[src/hw/bcs_pkg.sv]
package bcs_pkg;
  // ************************************************************
  // Register byte offsets
  // ************************************************************
  localparam logic [7:0] ADDR_EN_SET     = 8'h00;
  localparam logic [7:0] ADDR_EN_CLR     = 8'h04;
  localparam logic [7:0] ADDR_VTERM      = 8'h08;
  localparam logic [7:0] ADDR_VTERM_WARM = 8'h0C;
  localparam logic [7:0] ADDR_ISET_UP    = 8'h10;
  localparam logic [7:0] ADDR_ISET_LO    = 8'h14;
  localparam logic [7:0] ADDR_TRK_SEL    = 8'h18;
  localparam logic [7:0] ADDR_ITERM_SEL  = 8'h1C;
  localparam logic [7:0] ADDR_NTC_TYPE   = 8'h20;
  localparam logic [7:0] ADDR_DISABLE    = 8'h24;
  localparam logic [7:0] ADDR_CONFIG     = 8'h28;
  localparam logic [7:0] ADDR_THR_COLD   = 8'h2C;
  localparam logic [7:0] ADDR_THR_COOL   = 8'h30;
  localparam logic [7:0] ADDR_THR_WARM   = 8'h34;
  localparam logic [7:0] ADDR_THR_HOT    = 8'h38;
  localparam logic [7:0] ADDR_RES_UP     = 8'h3C;
  localparam logic [7:0] ADDR_RES_LO     = 8'h40;
  localparam logic [7:0] ADDR_STATUS     = 8'h44;

  // ************************************************************
  // Field positions
  // ************************************************************
  localparam int CFG_WARM_PAUSE_BIT = 0;
  localparam int CFG_COOL_FULL_BIT  = 1;
  localparam int DIS_NTC_BIT        = 0;

  // ************************************************************
  // Reset values
  // ************************************************************
  localparam logic [3:0] RST_VTERM   = 4'h0;
  localparam logic [7:0] RST_ISET_UP = 8'h08;
  localparam logic       RST_ISET_LO = 1'b0;
  localparam logic [9:0] RST_COLD    = 10'h2ED;
  localparam logic [9:0] RST_COOL    = 10'h292;
  localparam logic [9:0] RST_WARM    = 10'h151;
  localparam logic [9:0] RST_HOT     = 10'h0ED;

  // ************************************************************
  // Timing
  // ************************************************************
  localparam int CLK_HZ         = 25000000;
  localparam int SAMPLE_MS      = 100;
  localparam int SAMPLE_CYC     = (CLK_HZ / 1000) * SAMPLE_MS;

  // ************************************************************
  // Types
  // ************************************************************
  typedef enum logic [2:0] {
    ST_IDLE    = 3'b000,
    ST_DETECT  = 3'b001,
    ST_TRICKLE = 3'b010,
    ST_CC      = 3'b011,
    ST_CV      = 3'b100,
    ST_DONE    = 3'b101
  } bcs_state_t;

  typedef enum logic [2:0] {
    RG_COLD    = 3'b000,
    RG_COOL    = 3'b001,
    RG_NOMINAL = 3'b010,
    RG_WARM    = 3'b011,
    RG_HOT     = 3'b100
  } bcs_region_t;
endpackage : bcs_pkg

[src/hw/bcs_top.sv]
// What this block does
// RL1 - Enable set register starts charging with VBUS
// RL2 - Detected battery trickles, then constant current
// RL3 - Termination voltage enters CV; low current completes
// RL4 - Enable clear register stops charging
// RL5 - Full battery leaves trickle and CC promptly
// RL6 - Detection runs first; no charge before battery
// RL7 - Battery detected status bit readable
// RL8 - Reset clears all charging control bits
// RL9 - Separate normal and warm termination voltages
// RL10 - Current 32 to 800 mA, default 32
// RL11 - New current applied at next enable
// RL12 - Current code split upper and lower registers
// RL13 - Trickle uses tenth current, threshold selectable
// RL14 - Termination current 10 or 20 percent, CV only
// RL15 - Host selects one thermistor type first
// RL16 - Temperature monitoring can be disabled
// RL17 - Thresholds ordered; equal values remove regions
// RL18 - Stop cold and hot; optional warm pause
// RL19 - Threshold codes default to JEITA values
// RL20 - Cool halves current; warm uses alternate voltage
// RL21 - Periodic temperature sample kept in registers
// RL22 - Events crossing warm, hot, cool, cold
// RL23 - Higher code means colder temperature
//
// Decided for this implementation: the APB register port and the placing of the registers.
`timescale 1ns/100ps
module bcs_top #(
  parameter int SAMPLE_CYCLES = bcs_pkg::SAMPLE_CYC
) (
  input  wire logic        sys_clk_i,
  input  wire logic        sys_rst_i,
  input  wire logic        psel_i,
  input  wire logic        penable_i,
  input  wire logic        pwrite_i,
  input  wire logic [7:0]  paddr_i,
  input  wire logic [31:0] pwdata_i,
  output logic      [31:0] prdata_o,
  output logic             pready_o,
  output logic             pslverr_o,
  input  wire logic        vbus_present_i,
  input  wire logic        batt_present_i,
  input  wire logic        vbat_above_trickle_i,
  input  wire logic        vbat_at_term_i,
  input  wire logic        ibat_below_term_i,
  input  wire logic        temp_valid_i,
  input  wire logic [9:0]  temp_code_i,
  output logic             detect_req_o,
  output logic             charge_on_o,
  output logic             cv_mode_o,
  output logic      [8:0]  current_code_o,
  output logic      [8:0]  term_current_o,
  output logic      [3:0]  vterm_code_o,
  output logic             trickle_sel_o,
  output logic      [1:0]  ntc_type_o,
  output logic             temp_sample_req_o,
  output logic      [3:0]  temp_event_o
);

  // ************************************************************
  // Registers
  // ************************************************************
  logic                enable_r;
  logic [3:0]          vterm_r;
  logic [3:0]          vterm_warm_r;
  logic [7:0]          iset_up_r;
  logic                iset_lo_r;
  logic                trk_sel_r;
  logic                iterm_sel_r;
  logic [1:0]          ntc_type_r;
  logic                ntc_dis_r;
  logic [1:0]          config_r;
  logic [9:0]          thr_cold_r;
  logic [9:0]          thr_cool_r;
  logic [9:0]          thr_warm_r;
  logic [9:0]          thr_hot_r;
  logic [9:0]          result_r;
  logic                batt_det_r;
  logic [8:0]          ichg_r;
  bcs_pkg::bcs_state_t  state_r;
  bcs_pkg::bcs_state_t  state_nxt;
  bcs_pkg::bcs_region_t region_r;
  bcs_pkg::bcs_region_t region_nxt;
  logic [31:0]         sample_cnt_r;
  logic [31:0]         rdata_nxt;
  logic                map_hit;
  logic                wr_en;
  logic                rd_en;
  logic                charging;
  logic                temp_stop;
  logic [8:0]          icmd_nxt;

  assign wr_en    = psel_i & penable_i & pready_o & pwrite_i;
  assign rd_en    = psel_i & penable_i & ~pready_o;
  assign charging = (state_r == bcs_pkg::ST_TRICKLE) || (state_r == bcs_pkg::ST_CC)
                    || (state_r == bcs_pkg::ST_CV);

  // ************************************************************
  // APB handshake
  // ************************************************************
  always_ff @(posedge sys_clk_i) begin
    if (sys_rst_i) begin
      pready_o  <= 1'b0;
      pslverr_o <= 1'b0;
      prdata_o  <= 32'h0000_0000;
    end else begin
      pready_o  <= rd_en;
      pslverr_o <= rd_en & ~map_hit;
      if (rd_en && !pwrite_i) begin
        prdata_o <= rdata_nxt;
      end
    end
  end

  always_comb begin
    map_hit   = 1'b1;
    rdata_nxt = 32'h0000_0000;
    unique case (paddr_i)
      bcs_pkg::ADDR_EN_SET,
      bcs_pkg::ADDR_EN_CLR:     rdata_nxt[0] = enable_r;
      bcs_pkg::ADDR_VTERM:      rdata_nxt[3:0] = vterm_r;
      bcs_pkg::ADDR_VTERM_WARM: rdata_nxt[3:0] = vterm_warm_r;
      bcs_pkg::ADDR_ISET_UP:    rdata_nxt[7:0] = iset_up_r;
      bcs_pkg::ADDR_ISET_LO:    rdata_nxt[0] = iset_lo_r;
      bcs_pkg::ADDR_TRK_SEL:    rdata_nxt[0] = trk_sel_r;
      bcs_pkg::ADDR_ITERM_SEL:  rdata_nxt[0] = iterm_sel_r;
      bcs_pkg::ADDR_NTC_TYPE:   rdata_nxt[1:0] = ntc_type_r;
      bcs_pkg::ADDR_DISABLE:    rdata_nxt[0] = ntc_dis_r;
      bcs_pkg::ADDR_CONFIG:     rdata_nxt[1:0] = config_r;
      bcs_pkg::ADDR_THR_COLD:   rdata_nxt[9:0] = thr_cold_r;
      bcs_pkg::ADDR_THR_COOL:   rdata_nxt[9:0] = thr_cool_r;
      bcs_pkg::ADDR_THR_WARM:   rdata_nxt[9:0] = thr_warm_r;
      bcs_pkg::ADDR_THR_HOT:    rdata_nxt[9:0] = thr_hot_r;
      // RL21 result readback
      bcs_pkg::ADDR_RES_UP:     rdata_nxt[7:0] = result_r[9:2];
      bcs_pkg::ADDR_RES_LO:     rdata_nxt[1:0] = result_r[1:0];
      // RL7 detected bit
      bcs_pkg::ADDR_STATUS:     rdata_nxt[7:0] = {region_r, state_r, batt_det_r, enable_r};
      default:                  map_hit = 1'b0;
    endcase
  end

  // ************************************************************
  // Enable control
  // ************************************************************
  always_ff @(posedge sys_clk_i) begin
    // RL8 reset disables
    if (sys_rst_i) begin
      enable_r <= 1'b0;
    end else if (wr_en && paddr_i == bcs_pkg::ADDR_EN_SET && pwdata_i[0]) begin
      // RL1 enable set
      enable_r <= 1'b1;
    end else if (wr_en && paddr_i == bcs_pkg::ADDR_EN_CLR && pwdata_i[0]) begin
      // RL4 enable clear
      enable_r <= 1'b0;
    end
  end

  // ************************************************************
  // Configuration registers
  // ************************************************************
  always_ff @(posedge sys_clk_i) begin
    if (sys_rst_i) begin
      vterm_r      <= bcs_pkg::RST_VTERM;
      vterm_warm_r <= bcs_pkg::RST_VTERM;
      // RL10 default minimum
      iset_up_r    <= bcs_pkg::RST_ISET_UP;
      iset_lo_r    <= bcs_pkg::RST_ISET_LO;
      trk_sel_r    <= 1'b0;
      iterm_sel_r  <= 1'b0;
      ntc_type_r   <= 2'h0;
      ntc_dis_r    <= 1'b0;
      config_r     <= 2'h0;
      // RL19 JEITA defaults
      thr_cold_r   <= bcs_pkg::RST_COLD;
      thr_cool_r   <= bcs_pkg::RST_COOL;
      thr_warm_r   <= bcs_pkg::RST_WARM;
      thr_hot_r    <= bcs_pkg::RST_HOT;
    end else if (wr_en) begin
      unique case (paddr_i)
        // RL9 two voltages
        bcs_pkg::ADDR_VTERM:      vterm_r <= pwdata_i[3:0];
        bcs_pkg::ADDR_VTERM_WARM: vterm_warm_r <= pwdata_i[3:0];
        // RL12 split code
        bcs_pkg::ADDR_ISET_UP:    iset_up_r <= pwdata_i[7:0];
        bcs_pkg::ADDR_ISET_LO:    iset_lo_r <= pwdata_i[0];
        bcs_pkg::ADDR_TRK_SEL:    trk_sel_r <= pwdata_i[0];
        bcs_pkg::ADDR_ITERM_SEL:  iterm_sel_r <= pwdata_i[0];
        bcs_pkg::ADDR_NTC_TYPE:   ntc_type_r <= pwdata_i[1:0];
        // RL16 monitor disable
        bcs_pkg::ADDR_DISABLE:    ntc_dis_r <= pwdata_i[bcs_pkg::DIS_NTC_BIT];
        bcs_pkg::ADDR_CONFIG:     config_r <= pwdata_i[1:0];
        // RL17 any order stored
        bcs_pkg::ADDR_THR_COLD:   thr_cold_r <= pwdata_i[9:0];
        bcs_pkg::ADDR_THR_COOL:   thr_cool_r <= pwdata_i[9:0];
        bcs_pkg::ADDR_THR_WARM:   thr_warm_r <= pwdata_i[9:0];
        bcs_pkg::ADDR_THR_HOT:    thr_hot_r <= pwdata_i[9:0];
        default:                  ;
      endcase
    end
  end

  // ************************************************************
  // Charge sequencer
  // ************************************************************
  always_comb begin
    state_nxt = state_r;
    unique case (state_r)
      // RL1 needs enable and VBUS
      bcs_pkg::ST_IDLE:    if (enable_r && vbus_present_i) state_nxt = bcs_pkg::ST_DETECT;
      // RL6 wait for battery
      bcs_pkg::ST_DETECT:  if (batt_present_i) state_nxt = bcs_pkg::ST_TRICKLE;
      // RL2 RL5 trickle exit
      bcs_pkg::ST_TRICKLE: if (vbat_above_trickle_i) state_nxt = bcs_pkg::ST_CC;
      // RL3 RL5 enter CV
      bcs_pkg::ST_CC:      if (vbat_at_term_i) state_nxt = bcs_pkg::ST_CV;
      // RL14 evaluated in CV only
      bcs_pkg::ST_CV:      if (ibat_below_term_i) state_nxt = bcs_pkg::ST_DONE;
      bcs_pkg::ST_DONE:    state_nxt = bcs_pkg::ST_DONE;
      default:             state_nxt = bcs_pkg::ST_IDLE;
    endcase
    // RL4 stop on disable
    if (!enable_r || !vbus_present_i) begin
      state_nxt = bcs_pkg::ST_IDLE;
    end
  end

  always_ff @(posedge sys_clk_i) begin
    if (sys_rst_i) begin
      state_r <= bcs_pkg::ST_IDLE;
    end else begin
      state_r <= state_nxt;
    end
  end

  // RL11 latch on start
  always_ff @(posedge sys_clk_i) begin
    if (sys_rst_i) begin
      ichg_r <= {bcs_pkg::RST_ISET_UP, bcs_pkg::RST_ISET_LO};
    end else if (state_r == bcs_pkg::ST_IDLE && state_nxt == bcs_pkg::ST_DETECT) begin
      ichg_r <= {iset_up_r, iset_lo_r};
    end
  end

  always_ff @(posedge sys_clk_i) begin
    if (sys_rst_i) begin
      batt_det_r <= 1'b0;
    end else begin
      batt_det_r <= batt_present_i;
    end
  end

  // ************************************************************
  // Temperature sampling and regions
  // ************************************************************
  always_ff @(posedge sys_clk_i) begin
    if (sys_rst_i) begin
      sample_cnt_r      <= 32'h0000_0000;
      temp_sample_req_o <= 1'b0;
    end else if (charging && !ntc_dis_r) begin
      // RL21 periodic sample
      temp_sample_req_o <= (sample_cnt_r == 32'h0000_0000);
      if (sample_cnt_r >= 32'(SAMPLE_CYCLES - 1)) begin
        sample_cnt_r <= 32'h0000_0000;
      end else begin
        sample_cnt_r <= sample_cnt_r + 32'h0000_0001;
      end
    end else begin
      sample_cnt_r      <= 32'h0000_0000;
      temp_sample_req_o <= 1'b0;
    end
  end

  always_comb begin
    // RL23 higher code is colder
    if (temp_code_i > thr_cold_r) begin
      region_nxt = bcs_pkg::RG_COLD;
    end else if (temp_code_i > thr_cool_r) begin
      region_nxt = bcs_pkg::RG_COOL;
    end else if (temp_code_i < thr_hot_r) begin
      region_nxt = bcs_pkg::RG_HOT;
    end else if (temp_code_i < thr_warm_r) begin
      region_nxt = bcs_pkg::RG_WARM;
    end else begin
      region_nxt = bcs_pkg::RG_NOMINAL;
    end
  end

  always_ff @(posedge sys_clk_i) begin
    if (sys_rst_i) begin
      result_r     <= 10'h000;
      region_r     <= bcs_pkg::RG_NOMINAL;
      temp_event_o <= 4'h0;
    end else if (ntc_dis_r) begin
      region_r     <= bcs_pkg::RG_NOMINAL;
      temp_event_o <= 4'h0;
    end else if (temp_valid_i) begin
      result_r     <= temp_code_i;
      region_r     <= region_nxt;
      // RL22 crossing events
      temp_event_o <= {region_r < bcs_pkg::RG_WARM && region_nxt >= bcs_pkg::RG_WARM,
                       region_r < bcs_pkg::RG_HOT && region_nxt == bcs_pkg::RG_HOT,
                       region_r > bcs_pkg::RG_COOL && region_nxt <= bcs_pkg::RG_COOL,
                       region_r > bcs_pkg::RG_COLD && region_nxt == bcs_pkg::RG_COLD};
    end else begin
      temp_event_o <= 4'h0;
    end
  end

  // ************************************************************
  // Analog setpoints
  // ************************************************************
  // RL18 cold hot and optional warm stop
  assign temp_stop = (region_r == bcs_pkg::RG_COLD) || (region_r == bcs_pkg::RG_HOT)
                     || (config_r[bcs_pkg::CFG_WARM_PAUSE_BIT]
                         && region_r == bcs_pkg::RG_WARM);

  always_comb begin
    icmd_nxt = ichg_r;
    if (state_r == bcs_pkg::ST_TRICKLE) begin
      // RL13 tenth of current
      icmd_nxt = 9'(ichg_r / 9'd10);
    end else if (region_r == bcs_pkg::RG_COOL && !config_r[bcs_pkg::CFG_COOL_FULL_BIT]) begin
      // RL20 half in cool
      icmd_nxt = {1'b0, ichg_r[8:1]};
    end
    if (!charging || temp_stop) begin
      icmd_nxt = 9'h000;
    end
  end

  always_ff @(posedge sys_clk_i) begin
    if (sys_rst_i) begin
      detect_req_o   <= 1'b0;
      charge_on_o    <= 1'b0;
      cv_mode_o      <= 1'b0;
      current_code_o <= 9'h000;
      term_current_o <= 9'h000;
      vterm_code_o   <= bcs_pkg::RST_VTERM;
      trickle_sel_o  <= 1'b0;
      ntc_type_o     <= 2'h0;
    end else begin
      // RL6 detection on start
      detect_req_o   <= (state_r == bcs_pkg::ST_DETECT);
      charge_on_o    <= charging && !temp_stop;
      cv_mode_o      <= (state_r == bcs_pkg::ST_CV);
      current_code_o <= icmd_nxt;
      // RL14 10 or 20 percent
      term_current_o <= iterm_sel_r ? 9'(ichg_r / 9'd5) : 9'(ichg_r / 9'd10);
      // RL20 warm alternate voltage
      vterm_code_o   <= (region_r == bcs_pkg::RG_WARM) ? vterm_warm_r : vterm_r;
      trickle_sel_o  <= trk_sel_r;
      // RL15 type forwarded
      ntc_type_o     <= ntc_type_r;
    end
  end

endmodule : bcs_top

[config.mk]
export PLATFORM = sky130hd
export DESIGN_NAME = bcs_top
export DESIGN_NICKNAME = d
export VERILOG_FILES = /design/src/hw/bcs_pkg.sv /design/src/hw/bcs_top.sv
export SDC_FILE = /design/constraint.sdc
export NUM_CORES = 1
export LEC_CHECK = 0
export BUFFER_PORTS_ARGS = -buffer_cell sky130_fd_sc_hd__buf_2
export CORE_MARGIN = 1.5
export CORE_UTILIZATION = 25
export CTS_BUF_LIST = sky130_fd_sc_hd__clkbuf_8
export CTS_CLUSTER_SIZE = 8
export DETAILED_ROUTE_END_ITERATION = 7
export GPL_TIMING_DRIVEN = 0
export MAX_ROUTING_LAYER = met4
export PLACE_DENSITY = 0.42
export SYNTH_ARGS = -nofsm -noshare
export SYNTH_HDL_FRONTEND = slang
export SYNTH_SLANG_ARGS = --single-unit
[constraint.sdc]
create_clock -name sys_clk_i -period 2.81 [get_ports sys_clk_i]
set_clock_uncertainty 0.05 [all_clocks]
set_input_delay 0.1405 -clock sys_clk_i [delete_from_list [all_inputs] [get_ports sys_clk_i]]
set_output_delay 0.1405 -clock sys_clk_i [all_outputs]
set_load 0.03 [all_outputs]
==> summary.txt <==
via count = 8,096
Worst R2R End = thr_warm_r[2]$_SDFFE_PP0P_
Clk pwr share = 37.6%
switch share = 30.2%
initial antenna violation count = 0
ys async rst share = 0%
worst-path cell chain = buf_2, nor2_1, nand3_1, nor4_2, buf_2, mux2i_1, nor2_1
FF/Latch Area = 0.00332 mm²
die area = 0.0367 mm²
flop2flop setup slack = 120 ps
most common cell after layout, fill and taps aside = dfxtp_1
worst min-delay path class = input port to flop
first-pass GRT wire length = 47,600 µm
Synth Instances = 1,079
Root Buffer = clkbuf_8
Max FO, Critical Path = 10
WP data arrival = 2990 ps
crit share post-route = 96.2%
total track usage = 18.0%
critical path class = input port to flop
Pint = 0.00321 W
sw power = 0.00139 W
H-Tree Depth = 4
largest net degree at the start of global routing = 18
PortBufs = 77
Tightest Pin Transition = 1200 ps
pre-CTS setup slack = -408 ps
Worst Reg-to-Reg Cells = 7
Layout Nets = 1,331
Worst VDD drop = 0.317 mV
clock tree from TritonCTS = yes
FF-to-FF Start = pready_o$_SDFF_PP0_
half-perimeter wire length after placement = 24,300 µm
crit start category = input port
Fmax achieved = 370 MHz
Slew headroom = 18.7%
YS warnings = 0
Seq pwr share = 52.1%
Core ar. = 0.0348 mm²
Placer Congestion = 0.919
setup tns final = 0 ps
vias per cell = 4.77
Routed WL per cell = 18.5 µm
CP endpoint = thr_cold_r[1]$_SDFFE_PP0P_
clk_lat worst skew = 490 ps
DRT antenna net count = 0
Die W = 192 µm
clk buf depth = 2
DRT Pass-1 Iters = 5
clock sinks = 166
Clk pin slew, worst setup/hold paths = 100 ps
RSZ-0062 raised after global routing = false
CP endpoint kind = flop
Max stage delay on crit path = 860 ps
Routed Wire Length = 31,500 µm
number of global-route vias before repair = 7,716
most frequent cells in the layout = dfxtp_1, nor2_1, buf_2
DR iter-0 viols = 554
Final WS setup = 107 ps
Final Slew Violations = 0
Avg Synthesized Cell Area = 8.24 µm²
combinational share of power = 10.3%
LEAKAGE = 4.15 nW
Row Count = 68
Post-synth EDFFs = 0
Die H = 192 µm
final setup vio count = 0
Final min period = 2700 ps
area of the multi-input gates = 0.00503 mm²
final hold violations = 0
Initial Util = 25.6%
Num CTS Buffers = 17
area delta synth->final = 19.1%
critical path's slowest cell = nor4_2
DRC = 0
register bit total from synthesis = 166
Antenna Cells = 0
Distinct cells, synth = 75
status = finished, final reports clean
Seq/Total Area, Yosys = 37.4%
# IOs = 128
crit path from = paddr_i[1]
Filler cells = 3,817
postcts setup bufs = 0
ys flop type = dfxtp_1
layout cells sized above 1 = 14.0%
maxcap violations = 0
global route overflow = 0
Critical Path RT = 3100 ps
synthesized area = 0.00889 mm²
PwrDens = 435 mW/mm²
-- synth_stat cells (4+ instances only) --
library cell	number	area [µm²]
clkbuf_1	39	146
buf_1	6	22.5
ha_1	40	500
nor2_1	165	619
a31oi_1	7	43.8
nand2_1	88	330
o21a_1	6	45.0
buf_6	5	56.3
a22o_1	7	61.3
nor2b_1	19	119
nand4_1	10	62.6
nor4_1	9	56.3
xor2_1	12	105
a221oi_1	9	78.8
nor4b_1	5	43.8
a211o_1	24	210
nand2b_1	12	75.1
inv_1	56	210
nand3b_1	5	37.5
and2_1	5	31.3
dfxtp_1	166	3320
or3_1	5	31.3
a21oi_1	53	265
o21ai_0	45	225
and3_1	9	56.3
buf_2	12	60.1
buf_4	25	188
o31ai_1	4	30.0
a21o_1	14	105
nand3_1	28	140
xnor2_1	13	114
mux2i_1	64	641
a211oi_1	18	135
nor3_1	30	150
o22ai_1	6	37.5
a22oi_1	5	37.5
-- worst min path at each step --
stage | depth (start not counted) | slack, ps | startpoint | end
5_1_grt | 3 | 50 | pwdata_i[3] | thr_warm_r[3]$_SDFFE_PP0P_
2_1_floorplan | 1 | 210 | pwdata_i[2] | thr_cold_r[2]$_SDFFE_PP1P_
3_5_place_dp | 2 | 370 | batt_present_i | batt_det_r$_SDFF_PP0_
4_1_cts | 2 | 0.3 | pwdata_i[2] | thr_hot_r[2]$_SDFFE_PP1P_
3_3_place_gp | 2 | 360 | batt_present_i | batt_det_r$_SDFF_PP0_
6_report | 3 | 50 | pwdata_i[3] | thr_warm_r[3]$_SDFFE_PP0P_
-- cell families (layout without fill, tap and decap cells) --
family | count (synthesis) | in the layout | synth area share (%)
AO/OA/AOI/OAI | 233 | 233 | 18.0
XOR/XNOR | 25 | 25 | 2.46
adder cells (fa/ha/maj) | 40 | 40 | 5.63
buffers and inverters | 143 | 274 | 7.68
flip-flops | 166 | 166 | 37.4
multiplexers | 68 | 68 | 7.84
other | 1 | 34 | 0.0422
AND/OR/NAND/NOR | 403 | 403 | 21.0
-- sequential cells by signal, indices dropped and copies added (netlist names), 7 cells and up --
signal and flops:
sample_cnt_r 32, thr_warm_r 10, iset_up_r 8, prdata_o 10
result_r 10, thr_hot_r 10, thr_cool_r 10, term_current_o 7
thr_cold_r 10, current_code_o 9, ichg_r 9
-- critical path: cells and delay by family --
kind / cells / cell delay, ps
buffers and inverters: 2 / 530
muxes: 1 / 230
and+or+nand+nor: 4 / 2080
-- cell type report --
class	count	share of cell area, %
flip-flops and latches	166	31.4
repair buffers	99	5.72
inverters	56	1.98
multi-input cells	803	47.5
clock buffers	18	2.34
clock inverters	14	1.24
plain buffers	87	4.50
well taps	455	5.38
-- per-stage QoR --
stage	total power, W	hold slack [ps]	instances	utilization (%)	cell area (µm²)
final	0.00460	51.5	1698	30.4	10600
after detailed placement	0.00290	369	1644	28.7	9970
after global routing	0.00480	47.9	1698	30.4	10600
after global placement	0.00290	361	1644	28.7	9970
after floorplan	0.00272	208	1112	-	9020
after CTS	0.00467	0.324	1697	30.4	10600
-- layer usage --
metal / up-vias / part of all wire [%] / wire [µm] / GRT usage, %
met5: - / 0 / 0 / -
met4: 0 / 1.4 / 448 / 4.27
met3: 17 / 3.9 / 1230 / 2.50
met2: 191 / 46 / 14400 / 28.4
met1: 3844 / 49 / 15400 / 24.3
li1: 4044 / - / - / -
-- what timing repair did --
action | 4_1_cts | 5_1_grt
hold buffers | 21 | 1
hold endpoints to repair | 50 | 2
resized for setup | 1 | 7
endpoints found under the setup margin | 3 | 28
-- power groups by stage --
| stage | combinational [W] | sequential, W | clock (W) |
|---|---|---|---|
| 2_1_floorplan | 0.000253 | 0.00246 | 0 |
| 3_3_place_gp | 0.000447 | 0.00245 | 0 |
| 3_5_place_dp | 0.000447 | 0.00245 | 0 |
| 4_1_cts | 0.000471 | 0.00240 | 0.00180 |
| 5_1_grt | 0.000511 | 0.00240 | 0.00188 |
| 6_report | 0.000473 | 0.00240 | 0.00173 |
(Power assumes the default switching activity.)
